File: src/logic/readback_pkg.sv
// What this block does
// - table bits stored inverted in configuration memory
// - minor address is entry for slice 0, 15-entry for slice 1
// - frames delivered in ascending address order
// - contiguous read returns frames plus one pad
// - frame is fixed words plus one pad
// - host sends sync word then address header
// - address word holds major and minor fields
// - host writes command header then arm code
// - bit index maps to word and position
// - start words counted from major 0 minor 0
`default_nettype none
package readback_pkg;
    localparam logic [31:0] SYNC_WORD = 32'haa995566;
    localparam logic [31:0] HDR_WRITE_ADDR = 32'h30002001;
    localparam logic [31:0] HDR_WRITE_CMD = 32'h30008001;
    localparam logic [31:0] CMD_READBACK_ARM = 32'h00000004;
    localparam logic [31:0] HDR_READ_OUTPUT = 32'h28006000;
    localparam logic [31:0] HDR_READ_MASK = 32'hfffff800;
    localparam logic [31:0] FLUSH_WORD = 32'h00000000;
    localparam int MAJOR_LSB = 17;
    localparam int MAJOR_W = 8;
    localparam int MINOR_LSB = 9;
    localparam int MINOR_W = 8;
    localparam int COUNT_W = 11;
    localparam logic [7:0] FRAME_WORDS = 8'h0e;
    localparam logic [7:0] PAD_WORDS = 8'h01;
    localparam logic [7:0] MINOR_OFFSET = 8'h20;
    localparam logic [7:0] MINOR_SLICE_ADD = 8'h11;
    localparam logic [7:0] MINORS_PER_MAJOR = 8'h30;
    localparam logic [7:0] MAJOR_START_MINOR = 8'h08;
    localparam int FIFO_DEPTH = 16;
    localparam int STORE_FRAMES = 16;
    localparam int STORE_ADDR_W = 12;
    localparam logic [7:0] TABLE_WORD = 8'h0b;
    localparam logic [4:0] TABLE_BIT = 5'h06;
    localparam logic [7:0] TABLE_MAJOR = 8'h01;
endpackage
`default_nettype wire

File: src/logic/readback_if.sv
`timescale 1ns/100ps
`default_nettype none
interface readback_if;
    logic [31:0] cmd_word;
    logic cmd_valid;
    logic cmd_ready;
    logic [31:0] data_word;
    logic data_valid;
    logic data_ready;
    modport device (input cmd_word, input cmd_valid, output cmd_ready,
                    output data_word, output data_valid, input data_ready);
    modport host (output cmd_word, output cmd_valid, input cmd_ready,
                  input data_word, input data_valid, output data_ready);
endinterface
`default_nettype wire

File: src/logic/word_fifo.sv
`timescale 1ns/100ps
`default_nettype none
module word_fifo #(
    parameter int WIDTH = 32,
    parameter int DEPTH = 16
) (
    input wire logic clock_in,
    input wire logic rst_n_in,
    // fill side
    input wire logic [WIDTH-1:0] in_data_in,
    input wire logic in_valid_in,
    output logic in_ready_out,
    // drain side
    output logic [WIDTH-1:0] out_data_out,
    output logic out_valid_out,
    input wire logic out_ready_in
);
    localparam int AW = $clog2(DEPTH);
    logic [WIDTH-1:0] mem_reg [DEPTH];
    logic [AW-1:0] wr_reg;
    logic [AW-1:0] rd_reg;
    logic [AW:0] count_reg;
    logic push;
    logic pop;
    assign in_ready_out = (count_reg != (AW+1)'(DEPTH));
    assign out_valid_out = (count_reg != '0);
    assign out_data_out = mem_reg[rd_reg];
    assign push = in_valid_in && in_ready_out;
    assign pop = out_valid_out && out_ready_in;
    always_ff @(posedge clock_in)
    begin
        if (push)
        begin
            mem_reg[wr_reg] <= in_data_in;
        end
        if (!rst_n_in)
        begin
            wr_reg <= '0;
            rd_reg <= '0;
            count_reg <= '0;
        end
        else
        begin
            if (push)
            begin
                wr_reg <= wr_reg + 1'b1;
            end
            if (pop)
            begin
                rd_reg <= rd_reg + 1'b1;
            end
            count_reg <= count_reg + (AW+1)'(push) - (AW+1)'(pop);
        end
    end
endmodule
`default_nettype wire

File: src/logic/readback_device.sv
`timescale 1ns/100ps
`default_nettype none
module readback_device (
    input wire logic clock_in,
    input wire logic rst_n_in,
    // packet port
    readback_if.device port,
    // table contents loaded by user logic
    input wire logic tbl_we_in,
    input wire logic [3:0] tbl_frame_in,
    input wire logic tbl_value_in,
    // status
    output logic armed_out,
    output logic streaming_out
);
    typedef enum logic [2:0] {WAIT_SYNC, WAIT_HDR, GET_ADDR, GET_CMD, GET_COUNT, GET_FLUSH,
                              STREAM} dev_state_e;
    typedef struct packed {
        dev_state_e state;
        logic armed;
        logic [7:0] major;
        logic [7:0] minor;
        logic [10:0] remain;
        logic [7:0] word_idx;
        logic [15:0] table_bits;
    } dev_s;
    dev_s s_reg;
    dev_s s_next;
    logic [31:0] word_val;
    logic fifo_ready;
    logic push;
    logic pad_word;
    logic last_frame;
    always_comb
    begin
        s_next = s_reg;
        push = 1'b0;
        pad_word = (s_reg.word_idx == readback_pkg::FRAME_WORDS);
        // stored (inverted) bit sits at the table slot of the minor frame
        // the closing pad frame carries no table data
        last_frame = (s_reg.remain <=
                      11'(readback_pkg::FRAME_WORDS + readback_pkg::PAD_WORDS));
        word_val = 32'h00000000;
        if (!pad_word && !last_frame && s_reg.major == readback_pkg::TABLE_MAJOR &&
            s_reg.minor < 8'h10 && s_reg.word_idx == readback_pkg::TABLE_WORD)
        begin
            // table slot follows the minor address
            word_val[readback_pkg::TABLE_BIT] = s_reg.table_bits[s_reg.minor[3:0]];
        end
        if (tbl_we_in)
        begin
            s_next.table_bits[tbl_frame_in] = ~tbl_value_in;
        end
        unique case (s_reg.state)
            WAIT_SYNC:
                if (port.cmd_valid && port.cmd_word == readback_pkg::SYNC_WORD)
                begin
                    s_next.state = WAIT_HDR;
                end
            WAIT_HDR:
                if (port.cmd_valid)
                begin
                    if (port.cmd_word == readback_pkg::HDR_WRITE_ADDR)
                    begin
                        s_next.state = GET_ADDR;
                    end
                    else if (port.cmd_word == readback_pkg::HDR_WRITE_CMD)
                    begin
                        s_next.state = GET_CMD;
                    end
                    else if (s_reg.armed && (port.cmd_word & readback_pkg::HDR_READ_MASK) ==
                             readback_pkg::HDR_READ_OUTPUT)
                    begin
                        s_next.remain = port.cmd_word[readback_pkg::COUNT_W-1:0];
                        s_next.state = GET_FLUSH;
                    end
                end
            GET_ADDR:
                if (port.cmd_valid)
                begin
                    s_next.major =
                        port.cmd_word[readback_pkg::MAJOR_LSB +: readback_pkg::MAJOR_W];
                    s_next.minor =
                        port.cmd_word[readback_pkg::MINOR_LSB +: readback_pkg::MINOR_W];
                    // stream starts at the loaded frame, not at frame zero
                    s_next.word_idx = 8'h00;
                    s_next.state = WAIT_HDR;
                end
            GET_CMD:
                if (port.cmd_valid)
                begin
                    s_next.armed = (port.cmd_word == readback_pkg::CMD_READBACK_ARM);
                    s_next.state = WAIT_HDR;
                end
            GET_COUNT:
                s_next.state = WAIT_HDR;
            GET_FLUSH:
                if (port.cmd_valid)
                begin
                    s_next.state = (s_reg.remain == '0) ? WAIT_HDR : STREAM;
                end
            STREAM:
                if (fifo_ready)
                begin
                    push = 1'b1;
                    s_next.remain = s_reg.remain - 11'h001;
                    if (pad_word)
                    begin
                        s_next.word_idx = 8'h00;
                        s_next.minor = s_reg.minor + 8'h01;
                    end
                    else
                    begin
                        s_next.word_idx = s_reg.word_idx + 8'h01;
                    end
                    if (s_reg.remain == 11'h001)
                    begin
                        s_next.armed = 1'b0;
                        s_next.state = WAIT_HDR;
                    end
                end
        endcase
    end
    always_ff @(posedge clock_in)
    begin
        if (!rst_n_in)
        begin
            s_reg <= '{state: WAIT_SYNC, armed: 1'b0, major: 8'h00, minor: 8'h00,
                       remain: 11'h000, word_idx: 8'h00, table_bits: 16'h0000};
        end
        else
        begin
            s_reg <= s_next;
        end
    end
    assign port.cmd_ready = (s_reg.state != STREAM);
    assign armed_out = s_reg.armed;
    assign streaming_out = (s_reg.state == STREAM);
    word_fifo #(.WIDTH(32), .DEPTH(readback_pkg::FIFO_DEPTH)) out_fifo (
        .clock_in(clock_in),
        .rst_n_in(rst_n_in),
        .in_data_in(word_val),
        .in_valid_in(push),
        .in_ready_out(fifo_ready),
        .out_data_out(port.data_word),
        .out_valid_out(port.data_valid),
        .out_ready_in(port.data_ready)
    );
endmodule
`default_nettype wire

File: src/flat_wrapper.sv
// flat-port wrapper written by rule: the top's interface ports become plain ports
module readback_device_flat 
  (clock_in, rst_n_in, tbl_we_in, tbl_frame_in, tbl_value_in, armed_out, streaming_out, port_cmd_word, port_cmd_valid, port_cmd_ready, port_data_word, port_data_valid, port_data_ready);
  readback_if port_i ();
  input wire logic clock_in;
  input wire logic rst_n_in;
  input wire logic tbl_we_in;
  input wire logic [3:0] tbl_frame_in;
  input wire logic tbl_value_in;
  output logic armed_out;
  output logic streaming_out;
  input wire logic [$bits(port_i.cmd_word)-1:0] port_cmd_word;
  input wire logic [$bits(port_i.cmd_valid)-1:0] port_cmd_valid;
  output wire logic [$bits(port_i.cmd_ready)-1:0] port_cmd_ready;
  output wire logic [$bits(port_i.data_word)-1:0] port_data_word;
  output wire logic [$bits(port_i.data_valid)-1:0] port_data_valid;
  input wire logic [$bits(port_i.data_ready)-1:0] port_data_ready;
  assign port_i.cmd_word = port_cmd_word;
  assign port_i.cmd_valid = port_cmd_valid;
  assign port_cmd_ready = port_i.cmd_ready;
  assign port_data_word = port_i.data_word;
  assign port_data_valid = port_i.data_valid;
  assign port_i.data_ready = port_data_ready;
  readback_device u_core (.clock_in(clock_in), .rst_n_in(rst_n_in), .port(port_i), .tbl_we_in(tbl_we_in), .tbl_frame_in(tbl_frame_in), .tbl_value_in(tbl_value_in), .armed_out(armed_out), .streaming_out(streaming_out));
endmodule
File: config.mk
export PLATFORM = sky130hd
export DESIGN_NAME = readback_device_flat
export DESIGN_NICKNAME = d
export VERILOG_FILES = /design/src/logic/readback_pkg.sv /design/src/logic/readback_if.sv /design/src/logic/word_fifo.sv /design/src/logic/readback_device.sv /design/src/flat_wrapper.sv
export SDC_FILE = /design/constraint.sdc
export NUM_CORES = 1
export LEC_CHECK = 0
export ABC_AREA = 1
export BUFFER_PORTS_ARGS = -buffer_cell sky130_fd_sc_hd__buf_2
export CELL_PAD_IN_SITES_DETAIL_PLACEMENT = 0
export CELL_PAD_IN_SITES_GLOBAL_PLACEMENT = 1
export CORE_MARGIN = 5
export CORE_UTILIZATION = 44
export DETAILED_ROUTE_END_ITERATION = 10
export GPL_ROUTABILITY_DRIVEN = 0
export PLACE_DENSITY = 0.82
export SYNTH_ARGS = -nofsm -noshare
export SYNTH_HDL_FRONTEND = slang
export SYNTH_SLANG_ARGS = --single-unit
File: constraint.sdc
create_clock -name clock_in -period 5.2 [get_ports clock_in]
set_input_delay 0.26 -clock clock_in [delete_from_list [all_inputs] [get_ports clock_in]]
set_output_delay 0.26 -clock clock_in [all_outputs]
set_load 0.005 [all_outputs]
-- Word level (Yosys, flattened, before mapping)
Memory sizes are Yosys's and may differ from the RTL's. A register that Yosys moved wholly into a read port is not among the register bits.
Cells that the tools add are included.
- input port bits: 42
- flip-flop bits (word level): 68
- logic and storage cells: 113
- output and inout port bits: 36
- memories: 1
- bits in writable memories: 16
- memories (name ; depth ; width ; rd ports ; clocked after Yosys merged registers in ; wr ports ; line ; source):
    u_core.out_fifo.mem_reg ; 16 ; 1 ; 1 ; 1 ; 1 ; word_fifo.sv:19 ; logic [WIDTH-1:0] mem_reg [DEPTH];
- eq/ne operators: 29
- mux-type cells: 37
- magnitude comparators: 5
- bitwise gates (word level): 1
- add/sub/neg operators: 7
- reduce and logical (&&, ||, !) cells: 23
- operators by type and width (kind ; number):
    equality test 32 x 30 -> 1 bit (second input constant) ; 2
    two-way mux 11 bit ; 4
    equality test 32 x 3 -> 1 bit (second input constant) ; 1
    equality test 32 bit (second input constant) ; 1
    two-way mux 8 bit ; 4
    case mux 8 bit (2 select lines) ; 2
    two-way mux 27 bit ; 1
    two-way mux 3 bit ; 8
    case mux 11 bit (2 select lines) ; 1
    equality test 21 x 19 -> 1 bit (second input constant) ; 1
    case mux 3 bit (7 select lines) ; 1
    two-way mux 4 bit ; 5
    adder 8 x 1 -> 8 bit (second input constant) ; 2
    bitwise mux 16 bit ; 1
    equality test 8 x 4 -> 1 bit (second input constant) ; 2
    inequality test 2 bit (second input constant) ; 6
    equality test 11 x 1 -> 1 bit (second input constant) ; 1
    <= comparator 11 x 4 -> 1 bit (second input constant) ; 1
    logical NOT 11 bit ; 1
    subtractor 11 x 1 -> 11 bit (second input constant) ; 1
    less-than comparator 4 x 5 -> 1 bit (second input constant) ; 2
    inequality test 2 x 1 -> 1 bit (second input constant) ; 5
    equality test 3 bit (second input constant) ; 3
    logical AND 1 bit ; 9
    other kinds (25) ; 37

-- Longest topological paths before layout
Gate-level depths: netlist (run 1).
- depth in word-level cells: 7
- depth in mapped cells: 14
- gate-level depth less buffers: 14

-- By module
Synthesis (run 1) repeated with hierarchy kept, for this count alone.
- cells, all modules: 2746
- area, all modules: 26291.5 um^2
- modules (own cells, without submodules) (module ; times used ; seq. area each (um^2) ; cells an instance ; area each (um^2)):
    word_fifo ; 1 ; 15715.1 ; 2200 ; 22932.0
    readback_device ; 1 ; 1101.1 ; 546 ; 3359.5

-- Worst setup path before layout (run 1)
OpenSTA, ideal clock, no wires.
- path kind: register -> register
- start point: register u_core.out_fifo.count_reg[3]
- end point: register u_core.out_fifo.count_reg[4]
- arrival: 2.122 ns
- period minus slack after synthesis: 2.192 ns
- setup slack: 3.008 ns
- data required time: 5.130 ns
- cell stages (with the launch flop): 15
- path through: dfxtp_1 inv_1 ha_1 nand4_1 nand2_1 inv_1 ha_1 inv_1 ha_1 fa_1 nand2_1 a21oi_1 nor2_1 o21ai_0 a21oi_1
- elaborated cells on any way between the ends: 8
- RTL lines (element ; line ; source):
    start, declared ; word_fifo.sv:22 ; logic [AW:0] count_reg;
    start signal, assigned ; word_fifo.sv:52 ; count_reg <= count_reg + (AW+1)'(push) - (AW+1)'(pop);
    nonzero test 5 bit ; word_fifo.sv:26 ; assign out_valid_out = (count_reg != '0);
    named net port_data_valid ; flat_wrapper.sv:16 ; output wire logic [$bits(port_i.data_valid)-1:0] port_data_valid;
    logical AND 1 bit ; word_fifo.sv:29 ; assign pop = out_valid_out && out_ready_in;
    subtractor 5 x 1 -> 5 bit ; word_fifo.sv:52 ;
The timed path passes the listed nets, and every way through them passes these cells.
A chain may end at the register's enable or synchronous reset.

-- Final worst setup path (run 1)
- start point: register u_core.s_reg[54] (netlist name)
- end point: register u_core.out_fifo.count_reg[4]
- word-level cells in the longest chain between the ends: 5
- ends and longest elaborated chain (element ; line ; source):
    start, declared ; readback_device.sv:27 ; dev_s s_reg;
    start signal, assigned ; readback_device.sv:128 ; s_reg <= '{state: WAIT_SYNC, armed: 1'b0, major: 8'h00, minor: 8'h00,
    start signal, assigned ; readback_device.sv:133 ; s_reg <= s_next;
    equality test 3 bit ; readback_device.sv:54 ; unique case (s_reg.state)
    two-way mux 1 bit ; readback_device.sv:54 ;
    logical AND 1 bit ; word_fifo.sv:28 ; assign push = in_valid_in && in_ready_out;
    adder 5 x 1 -> 5 bit ; word_fifo.sv:52 ;
    subtractor 5 x 1 -> 5 bit ; word_fifo.sv:52 ;
Every way passes these cells.

==> metrics.txt, run 1 <==
CORE AREA=11900 sq um; TritonCTS clock tree=done; status=complete, no violations; power share of the clock group=0.289; Detail Placement HPWL=~9700 microns; root buffer cell=clkbuf_16; ANT cells=0; total grt overflow=0; final core utilization=0.487; # rows=40; RSZ-0062 raised after global routing=no; most area-hungry cell type in the Yosys netlist=dfxtp_1; worst slew pin tran=~900 ps; fmax=roughly 0.38 GHz; number of remaining DRC errors=0; Routed WL=12900 microns; fill cell count=1221; Synth Register Bits=88; mapped cell area=roughly 5300 sq um; Total GRT Usage=0.184; TNS Setup=0 ps; later-pin clock latency in the skew report=roughly 350 ps; share of post-route cells with drive strength above 1=0.104; cells along the critical path=inv_2 > nor2_8 > nand2_4 > ha_1 > inv_1 > ha_1 > fa_1 > nand2_1 > a21oi_1 > nor2_1 > o21ai_0 > a21oi_1; nets@finish=about 860; number of flip-flops under the largest register name=54; CTS max path bufs=2; peak supply drop=roughly 0.24 mV; TritonRoute pass-1 iters=5; P_leak=approximately 0.0024 uW; worst hold slack=between 200 and 250 ps; post_cts resized=0; sequential power share=0.390; Fin. Hold Viols=0; CTS clk-pin slew, worst paths=roughly 70 ps; Port Buffer Count=between 40 and 50; top cells by area, synth=dfxtp_1 (27%), edfxtp_1 (9.1%), nand2_1 (8.9%), nor2_1 (8.9%), inv_1 (6.5%); area of the die=14300 sq um; final non-filler cell total=953; H-Tree Depth=3; Req. time, crit path=roughly 5500 ps; largest family of logic cells by synthesized area=simple AND/OR/NAND/NOR gates; Slowest-stage cell, CP=dfxtp_1; Final ANT Viol Nets=0; first-pass GRT wire length=approximately 22000 microns; # setup viols final=0; YS warnings=0; P_int=~1400 uW; Distinct cells, synth=46; sw power=between 800 and 900 uW; via count=about 4900; syn_area_per_cell=a little under 7 sq um; largest stage delay on the critical path=~480 ps; Tmin final=roughly 2600 ps; CP Max Fanout=26; synthesized-area fraction occupied by adder cells=0.0441; area delta synth->final=9.41%; Worst slew margin=0.398; Gate power share=0.320; Initial Utilization=0.445; sw frac=0.373; DP Cell Count=between 900 and 1000; Final WS setup=around 2600 ps; CP endpoint kind=flop; startpoint type of the worst setup path=flop; max-slew violation count=0; Die Height=~120 microns; MaxCap Viol Count=0; HP Class=input pin to flop; post-synthesis xor/xnor area fraction=0.0133; cts hold-fix bufs=0; prevailing post-synth register cell=dfxtp_1; synth cell count leaders=nand2_1 (125), nor2_1 (125), inv_1 (91); Compound-Gate Fraction of Synth Area=0.158; largest net degree at the start of global routing=between 50 and 60; mux contribution to synthesized area=0.00949; Clock Skews=around 7.4 ps; Chip Width=about 120 microns; WS Path Type=flop to flop; postcts setup bufs=0; initial antenna violation count=0; kind of cell adding the most delay to the critical path=adder cells; Starting DRT DRC Count=about 360; EDFF count, synth=16; IO Count=78; drt via density=between 5 and 6; number of buffers created by CTS=9; FFs w/ async S/R, synth=0; vias in the first global route=approximately 4600; P per Cell Area=around 390 nW/um^2; CP Buf/Inv Count=2; clk sink count=88; final period utilization=0.503; Seq/Total Area, Yosys=0.364; Synth top area share=0.273; Arr. time, crit path=~2900 ps; WL per Instance=roughly 14 microns; simple logic cell fraction of the synthesized area=0.279; Placement Setup Slack=~2600 ps; Syn Inst Count=between 700 and 800
## worst reg2reg max path, cell delays in order, from the launching register on
cell and delay, ps:
dfxtp_1 480, inv_2 130, nor2_8 360, nand2_4 150
ha_1 300, inv_1 30, ha_1 190, fa_1 400
nand2_1 80, a21oi_1 60, nor2_1 120, o21ai_0 100
a21oi_1 160
## metal layers
layer | global-route usage | up-vias | part of all wire
li1 | - | 2507 | -
met1 | 0.237 | 2246 | 0.46
met2 | 0.308 | 98 | 0.48
met3 | 0.0424 | 16 | 0.044
met4 | 0.0558 | 0 | 0.015
met5 | 0 | - | 0
## cell usage in the layout (no fill, tap or decap), drive strengths merged, types with 3 or more instances in the layout
master    n
a21oi    68
buf      46
clkbuf    9
clkinv    4
conb     31
dfxtp    72
edfxtp   16
ha       17
inv      97
mux2i     5
nand2   131
nand3    37
nand4     9
nor2    129
nor3     24
nor4      6
o21ai    72
o22ai     3
xnor2     3
xor2      5
## metrics by stage
| step | power [uW] | area [sq um] |
|---|---|---|
| floorplan | 1440 | 5390 |
| global placement | 1580 | 5480 |
| detailed placement | 1600 | 5480 |
| CTS | 2270 | 5770 |
| global route | 2420 | 5770 |
| finish | 2250 | 5770 |
## final timing paths
path | slack [ps] | cells past startpoint | end | from
worst min register to register | 460 | 2 | u_core.s_reg[50]$_SDFFE_PN0P_ | u_core.s_reg[50]$_SDFFE_PN0P_
worst max register to register | 2580 | 12 | u_core.out_fifo.count_reg[4]$_SDFF_PN0_ | u_core.s_reg[54]$_SDFFE_PN0P_
worst min-delay path | 210 | 3 | u_core.s_reg[43]$_SDFFE_PN0P_ | port_cmd_word[17]
worst max-delay path | 2580 | 12 | u_core.out_fifo.count_reg[4]$_SDFF_PN0_ | u_core.s_reg[54]$_SDFFE_PN0P_
## cell type report
cell class / count / area [sq um] / area share
inverters: 97 / 364 / 0.0631
clock buffers: 9 / 225 / 0.0390
clock inverters: 7 / 71.3 / 0.0124
multi-input cells: 559 / 2780 / 0.481
well taps: 147 / 184 / 0.0319
repair buffers: 46 / 230 / 0.0399
flip-flops and latches: 88 / 1920 / 0.333
## logic make-up after synthesis
family,after synthesis
AOI/OAI and AO/OA,155
and+or+nand+nor,342
buffers and inverters,147
muxes,5
adders and majority gates,18
DFF,88
other,1
xor gates and xnor gates,8
## power by group through the flow
stage	clock network (uW)	logic, uW	registers [uW]
CTS	671	718	878
global placement	0	691	886
floorplan	0	581	857
finish	651	721	878
detailed placement	0	711	892
global route	700	824	892
No activity file was read; power rests on OpenSTA's default activity.
==> inputs of run 2 (changes only) <==
--- a/config.mk
+++ b/config.mk
@@ -10,10 +10,10 @@
 export CELL_PAD_IN_SITES_DETAIL_PLACEMENT = 0
 export CELL_PAD_IN_SITES_GLOBAL_PLACEMENT = 1
 export CORE_MARGIN = 5
-export CORE_UTILIZATION = 44
+export CORE_UTILIZATION = 41
 export DETAILED_ROUTE_END_ITERATION = 10
 export GPL_ROUTABILITY_DRIVEN = 0
-export PLACE_DENSITY = 0.82
+export PLACE_DENSITY = 0.77
 export SYNTH_ARGS = -nofsm -noshare
 export SYNTH_HDL_FRONTEND = slang
 export SYNTH_SLANG_ARGS = --single-unit
==> constraint.sdc (replaced) <==
create_clock -name clock_in -period 2.54 [get_ports clock_in]
set_input_delay 0.127 -clock clock_in [delete_from_list [all_inputs] [get_ports clock_in]]
set_output_delay 0.127 -clock clock_in [all_outputs]
set_load 0.005 [all_outputs]
==> metrics.txt, run 2 (synthesis gave the netlist of run 1 again) <==
status=complete, no violations; # setup viols final=0 (unchanged); CTS clk-pin slew, worst paths=60 ps (about the same); met3 routed WL=581 microns (+3.4%); max-slew violation count=0 (unchanged); cts hold-fix bufs=0 (unchanged); MaxCap Viol Count=0 (unchanged); WS Path Type=flop to flop; # rows=41 (+2.5%); R2R depth=14 (+2); Top Layer Used=met4; final instance area=5860 sq um (+1.6%); P per Cell Area=799 nW/um^2 (+110%); Pwr Total=4690 uW (+110%); TNS Setup=0 ps (unchanged); Chip Width=123 microns (+3.3%); initial antenna violation count=0 (unchanged); WL met2=6210 microns (+0.29%); r2r endpoint=u_core.out_fifo.count_reg[4]$_SDFF_PN0_; Worst slew margin=0.659 (+0.261); largest stage delay on the critical path=350 ps (-130 ps); cells along the critical path=inv_2 > ha_4 > nand4_1 > nand2_1 > inv_2 > ha_1 > inv_1 > ha_1 > fa_2 > nand2_1 > a21oi_1 > nor2_1 > o21ai_0 > a21oi_1; via count=4858 (-0.18%); FF-to-FF Start=u_core.out_fifo.count_reg[2]$_SDFF_PN0_; Tmin final=2250 ps (-366 ps); Detail Placement HPWL=9820 microns (+1.5%); CORE AREA=12600 sq um (+6.4%); Starting DRT DRC Count=313 (-14%); vias in the first global route=4551 (-1.7%); later-pin clock latency in the skew report=340 ps (about the same); number of buffers created by CTS=9 (unchanged); total grt overflow=0 (unchanged); Req. time, crit path=2810 ps (-2670 ps); share of post-route cells with drive strength above 1=0.114 (+0.00936); area delta synth->final=11.1%; root buffer cell=clkbuf_16; Clock Skews=8.22 ps (+0.855 ps); CP endpoint kind=flop; Fin. Hold Viols=0 (unchanged); first-pass GRT wire length=21200 microns (-1.4%); final period utilization=0.887 (+0.383); CTS max path bufs=2 (unchanged); clk sink count=88 (unchanged); M1 WL=5980 microns (+0.57%); RSZ-0062 raised after global routing=no; CP Max Fanout=5 (-81%); IO Count=78 (unchanged); HP Start=port_cmd_word[17]; TritonCTS clock tree=done; Hold Path End=u_core.s_reg[43]$_SDFFE_PN0P_; number of remaining DRC errors=0 (unchanged); WL per Instance=13.1 microns (-3.0%); final core utilization=0.465 (-0.0220); hold path depth=3 (unchanged); FF-to-FF setup slack=290 ps (-2290 ps); ANT cells=0 (unchanged); placed inst area=5530 sq um (+0.98%); area of the die=15200 sq um (+6.7%); Slowest-stage cell, CP=fa_2; Routed WL=12900 microns (about the same); nets@finish=865 (+0.46%); fill cell count=1305 (+6.9%); Final ANT Viol Nets=0 (unchanged); fmax=0.444 GHz (+16%); P_leak=0.00247 uW (+1.3%); Port Buffer Count=46 (unchanged); Die Height=123 microns (+3.3%); Reg area=1920 sq um (unchanged); H-Tree Depth=3 (unchanged); drt via density=4.95 (-3.1%); multi-input logic area=2790 sq um (+0.54%); Arr. time, crit path=2520 ps (-380 ps); TritonRoute pass-1 iters=5 (unchanged); worst hold slack=82.5 ps (-126 ps); Initial Utilization=0.418 (-0.0267); most frequent cells in the layout=nand2_1 (125), nor2_1 (125), inv_1 (88), dfxtp_1 (72); largest net degree at the start of global routing=34 (-36%); Total GRT Usage=0.175 (-0.00932); HP Class=input pin to flop; startpoint type of the worst setup path=flop; number of flip-flops under the largest register name=54 (unchanged); peak supply drop=0.342 mV (+44%); worst slew pin tran=506 ps (-396 ps)
-- run 2: worst max path at each step --
stage / start / end / slack, ps / cells past startpoint
floorplan: u_core.out_fifo.count_reg[3]$_SDFF_PN0_ / u_core.out_fifo.count_reg[4]$_SDFF_PN0_ / 350 / 14
global placement: u_core.out_fifo.count_reg[3]$_SDFF_PN0_ / u_core.out_fifo.count_reg[4]$_SDFF_PN0_ / 250 / 14
detailed placement: u_core.out_fifo.count_reg[3]$_SDFF_PN0_ / u_core.out_fifo.count_reg[4]$_SDFF_PN0_ / 160 / 14
CTS: u_core.out_fifo.count_reg[3]$_SDFF_PN0_ / u_core.out_fifo.count_reg[4]$_SDFF_PN0_ / 130 / 14
global route: u_core.out_fifo.count_reg[3]$_SDFF_PN0_ / u_core.out_fifo.count_reg[4]$_SDFF_PN0_ / 30 / 14
finish: u_core.out_fifo.count_reg[2]$_SDFF_PN0_ / u_core.out_fifo.count_reg[4]$_SDFF_PN0_ / 290 / 14
-- run 2: cell type report --
cell class                      instances  share of cell area
Multi-Input combinational cell        559               0.476
Inverter                               97              0.0621
Timing Repair Buffer                   50              0.0444
Tap cell                              172              0.0367
Sequential cell                        88               0.328
Clock inverter                          7              0.0147
Clock buffer                            9              0.0384
-- run 2: metal layers --
metal  vias up  track usage
li1       2520            -
met1      2209        0.233
met2       121        0.288
met3         8       0.0371
met4         0       0.0464
met5         -            0
-- run 2: timing repair --
action / CTS / global route
setup buffers: 0 / 1
resized for setup: 0 / 6
setup endpoints to repair: 0 / 1
-- run 2: critical path, delay by kind of cell (launching register included) --
family / cells / cell delay [ps]
AOI/OAI and AO/OA: 3 / 300
adders and majority gates: 4 / 950
buffers and inverters: 3 / 190
DFF: 1 / 320
and+or+nand+nor: 4 / 440
-- run 2: metrics by stage --
step	instances	worst slack, ps
after floorplan	794	348
after global placement	965	247
after detailed placement	965	159
after CTS	981	134
after global routing	982	26.6
final	982	288
-- run 2: report_power, final --
group          internal [uW]  leakage, uW  switching, uW
clock network            853     0.000154            549
logic                    550      0.00156            936
registers               1600     0.000763            198
total                   3010      0.00247           1680
==> inputs of run 3 (changes only) <==
--- a/config.mk
+++ b/config.mk
@@ -10,10 +10,10 @@
 export CELL_PAD_IN_SITES_DETAIL_PLACEMENT = 0
 export CELL_PAD_IN_SITES_GLOBAL_PLACEMENT = 1
 export CORE_MARGIN = 5
-export CORE_UTILIZATION = 41
+export CORE_UTILIZATION = 44
 export DETAILED_ROUTE_END_ITERATION = 10
 export GPL_ROUTABILITY_DRIVEN = 0
-export PLACE_DENSITY = 0.77
+export PLACE_DENSITY = 0.82
 export SYNTH_ARGS = -nofsm -noshare
 export SYNTH_HDL_FRONTEND = slang
 export SYNTH_SLANG_ARGS = --single-unit
==> constraint.sdc (replaced) <==
create_clock -name clock_in -period 2.9 [get_ports clock_in]
set_input_delay 0.145 -clock clock_in [delete_from_list [all_inputs] [get_ports clock_in]]
set_output_delay 0.145 -clock clock_in [all_outputs]
set_load 0.005 [all_outputs]
==> metrics.txt, run 3 (synthesis gave the netlist of run 1 again) <==
status=complete, no violations; most frequent cells in the layout=nand2_1 (125), nor2_1 (125), inv_1 (91), dfxtp_1 (72); Top Layer Used=met4; area of the die=14300 sq um (-6.3%); power share of the clock group=0.289 (-0.010); nets@finish=864 (-0.12%); Tmin final=2450 ps (+199 ps); IO Count=78 (unchanged); Fin. Hold Viols=0 (unchanged); WL met2=6010 microns (-3.3%); Chip Width=120 microns (-3.2%); final period utilization=0.845 (-0.0415); Starting DRT DRC Count=307 (-1.9%); Placement Setup Slack=495 ps (+336 ps); r2r endpoint=u_core.out_fifo.count_reg[4]$_SDFF_PN0_; Final ANT Viol Nets=0 (unchanged); ANT cells=0 (unchanged); MaxCap Viol Count=0 (unchanged); Final WS setup=450 ps (+161 ps); RSZ-0062 raised after global routing=no; Die Height=120 microns (-3.2%); critical path startpoint=u_core.out_fifo.count_reg[2]$_SDFF_PN0_; peak supply drop=0.342 mV (about the same); Arr. time, crit path=2740 ps (+220 ps); Hold Path End=u_core.s_reg[43]$_SDFFE_PN0P_; R2R depth=14 (unchanged); Req. time, crit path=3190 ps (+380 ps); fmax=0.408 GHz (-8.1%); M1 WL=5820 microns (-2.7%); sw frac=0.375 (+0.0159); number of flip-flops under the largest register name=54 (unchanged); WL per Instance=13.2 microns (+0.60%); first-pass GRT wire length=20900 microns (-1.3%); largest net degree at the start of global routing=36 (+5.9%); Clock Skews=7.36 ps (-0.861 ps); CTS max path bufs=2 (unchanged); TritonRoute pass-1 iters=5 (unchanged); met3 routed WL=667 microns (+15%); sequential power share=0.392 (+0.008); final core utilization=0.489 (+0.0241); CP endpoint kind=flop; HP Class=input pin to flop; post_cts resized=0 (unchanged); Detail Placement HPWL=9580 microns (-2.4%); TritonCTS clock tree=done; Routed WL=12600 microns (-2.1%); H-Tree Depth=3 (unchanged); P per Cell Area=692 nW/um^2 (-13%); postcts setup bufs=0 (unchanged); root buffer cell=clkbuf_16; placed inst area=5500 sq um (-0.57%); sw power=1500 uW (-11%); FF-to-FF Start=u_core.out_fifo.count_reg[2]$_SDFF_PN0_; drt via density=5.01 (+1.2%); Total GRT Usage=0.179 (+0.00455); initial antenna violation count=0 (unchanged); HP Start=port_cmd_word[17]; worst slew pin tran=681 ps (+174 ps); P_leak=0.00245 uW (-0.77%); number of buffers created by CTS=9 (unchanged); via count=4787 (-1.5%); CTS clk-pin slew, worst paths=70 ps (about the same); # setup viols final=0 (unchanged); fill cell count=1217 (-6.7%); CP Max Fanout=5 (unchanged); # rows=40 (-2.4%); Port Buffer Count=46 (unchanged); share of post-route cells with drive strength above 1=0.109 (-0.00480); total grt overflow=0 (unchanged); P_int=2510 uW (-17%); Worst slew margin=0.546 (-0.113); worst hold slack=84.5 ps (+2.00 ps); Initial Utilization=0.445 (+0.0267); max-slew violation count=0 (unchanged); cts hold-fix bufs=0 (unchanged); number of remaining DRC errors=0 (unchanged); startpoint type of the worst setup path=flop; vias in the first global route=4560 (+0.20%); clk sink count=88 (unchanged); FF-to-FF setup slack=450 ps (+160 ps); later-pin clock latency in the skew report=350 ps (about the same); TNS Setup=0 ps (unchanged); area delta synth->final=9.89%; WS Path Type=flop to flop; CORE AREA=11900 sq um (-6.0%); hold path depth=3 (unchanged); Gate power share=0.319 (+0.002); final instance area=5800 sq um (-1.1%)
## run 3: power groups by stage
| stage | sequential, uW | clock, uW | combinational (uW) |
|---|---|---|---|
| CTS | 1570 | 1190 | 1280 |
| floorplan | 1540 | 0 | 1040 |
| detailed placement | 1600 | 0 | 1270 |
| global route | 1600 | 1240 | 1470 |
| finish | 1570 | 1160 | 1280 |
| global placement | 1590 | 0 | 1240 |
## run 3: worst max path at each step
stage	slack [ps]	cells past startpoint	end
finish	450	14	u_core.out_fifo.count_reg[4]$_SDFF_PN0_
global route	260	14	u_core.out_fifo.count_reg[4]$_SDFF_PN0_
CTS	470	14	u_core.out_fifo.count_reg[4]$_SDFF_PN0_
detailed placement	500	14	u_core.out_fifo.count_reg[4]$_SDFF_PN0_
global placement	600	14	u_core.out_fifo.count_reg[4]$_SDFF_PN0_
floorplan	710	14	u_core.out_fifo.count_reg[4]$_SDFF_PN0_
## run 3: worst max-delay path, stage by stage, from the launching register on
cell	delay, ps
dfxtp_1	320
inv_1	80
ha_1	200
nand4_1	160
nand2_1	130
inv_1	90
ha_1	280
inv_1	40
ha_1	200
fa_1	420
nand2_1	80
a21oi_1	60
nor2_1	110
o21ai_0	80
a21oi_1	140
## run 3: layer usage
layer / track usage / vias up
met1: 0.233 / 2153
met4: 0.0537 / 0
met3: 0.0438 / 14
met2: 0.297 / 108
met5: 0 / -
li1: - / 2512
## run 3: cell type report
cell class | instances | area, sq um | area share
Sequential cell | 88 | 1920 | 0.331
Timing Repair Buffer | 49 | 253 | 0.0436
Clock inverter | 6 | 48.8 | 0.00842
Clock buffer | 10 | 250 | 0.0432
Tap cell | 147 | 184 | 0.0317
Inverter | 97 | 364 | 0.0628
Multi-Input combinational cell | 559 | 2780 | 0.479
## run 3: stage by stage
stage,power [uW],cells
6_report,4010,956
5_1_grt,4310,956
4_1_cts,4040,956
3_5_place_dp,2870,940
3_3_place_gp,2830,940
2_1_floorplan,2580,794
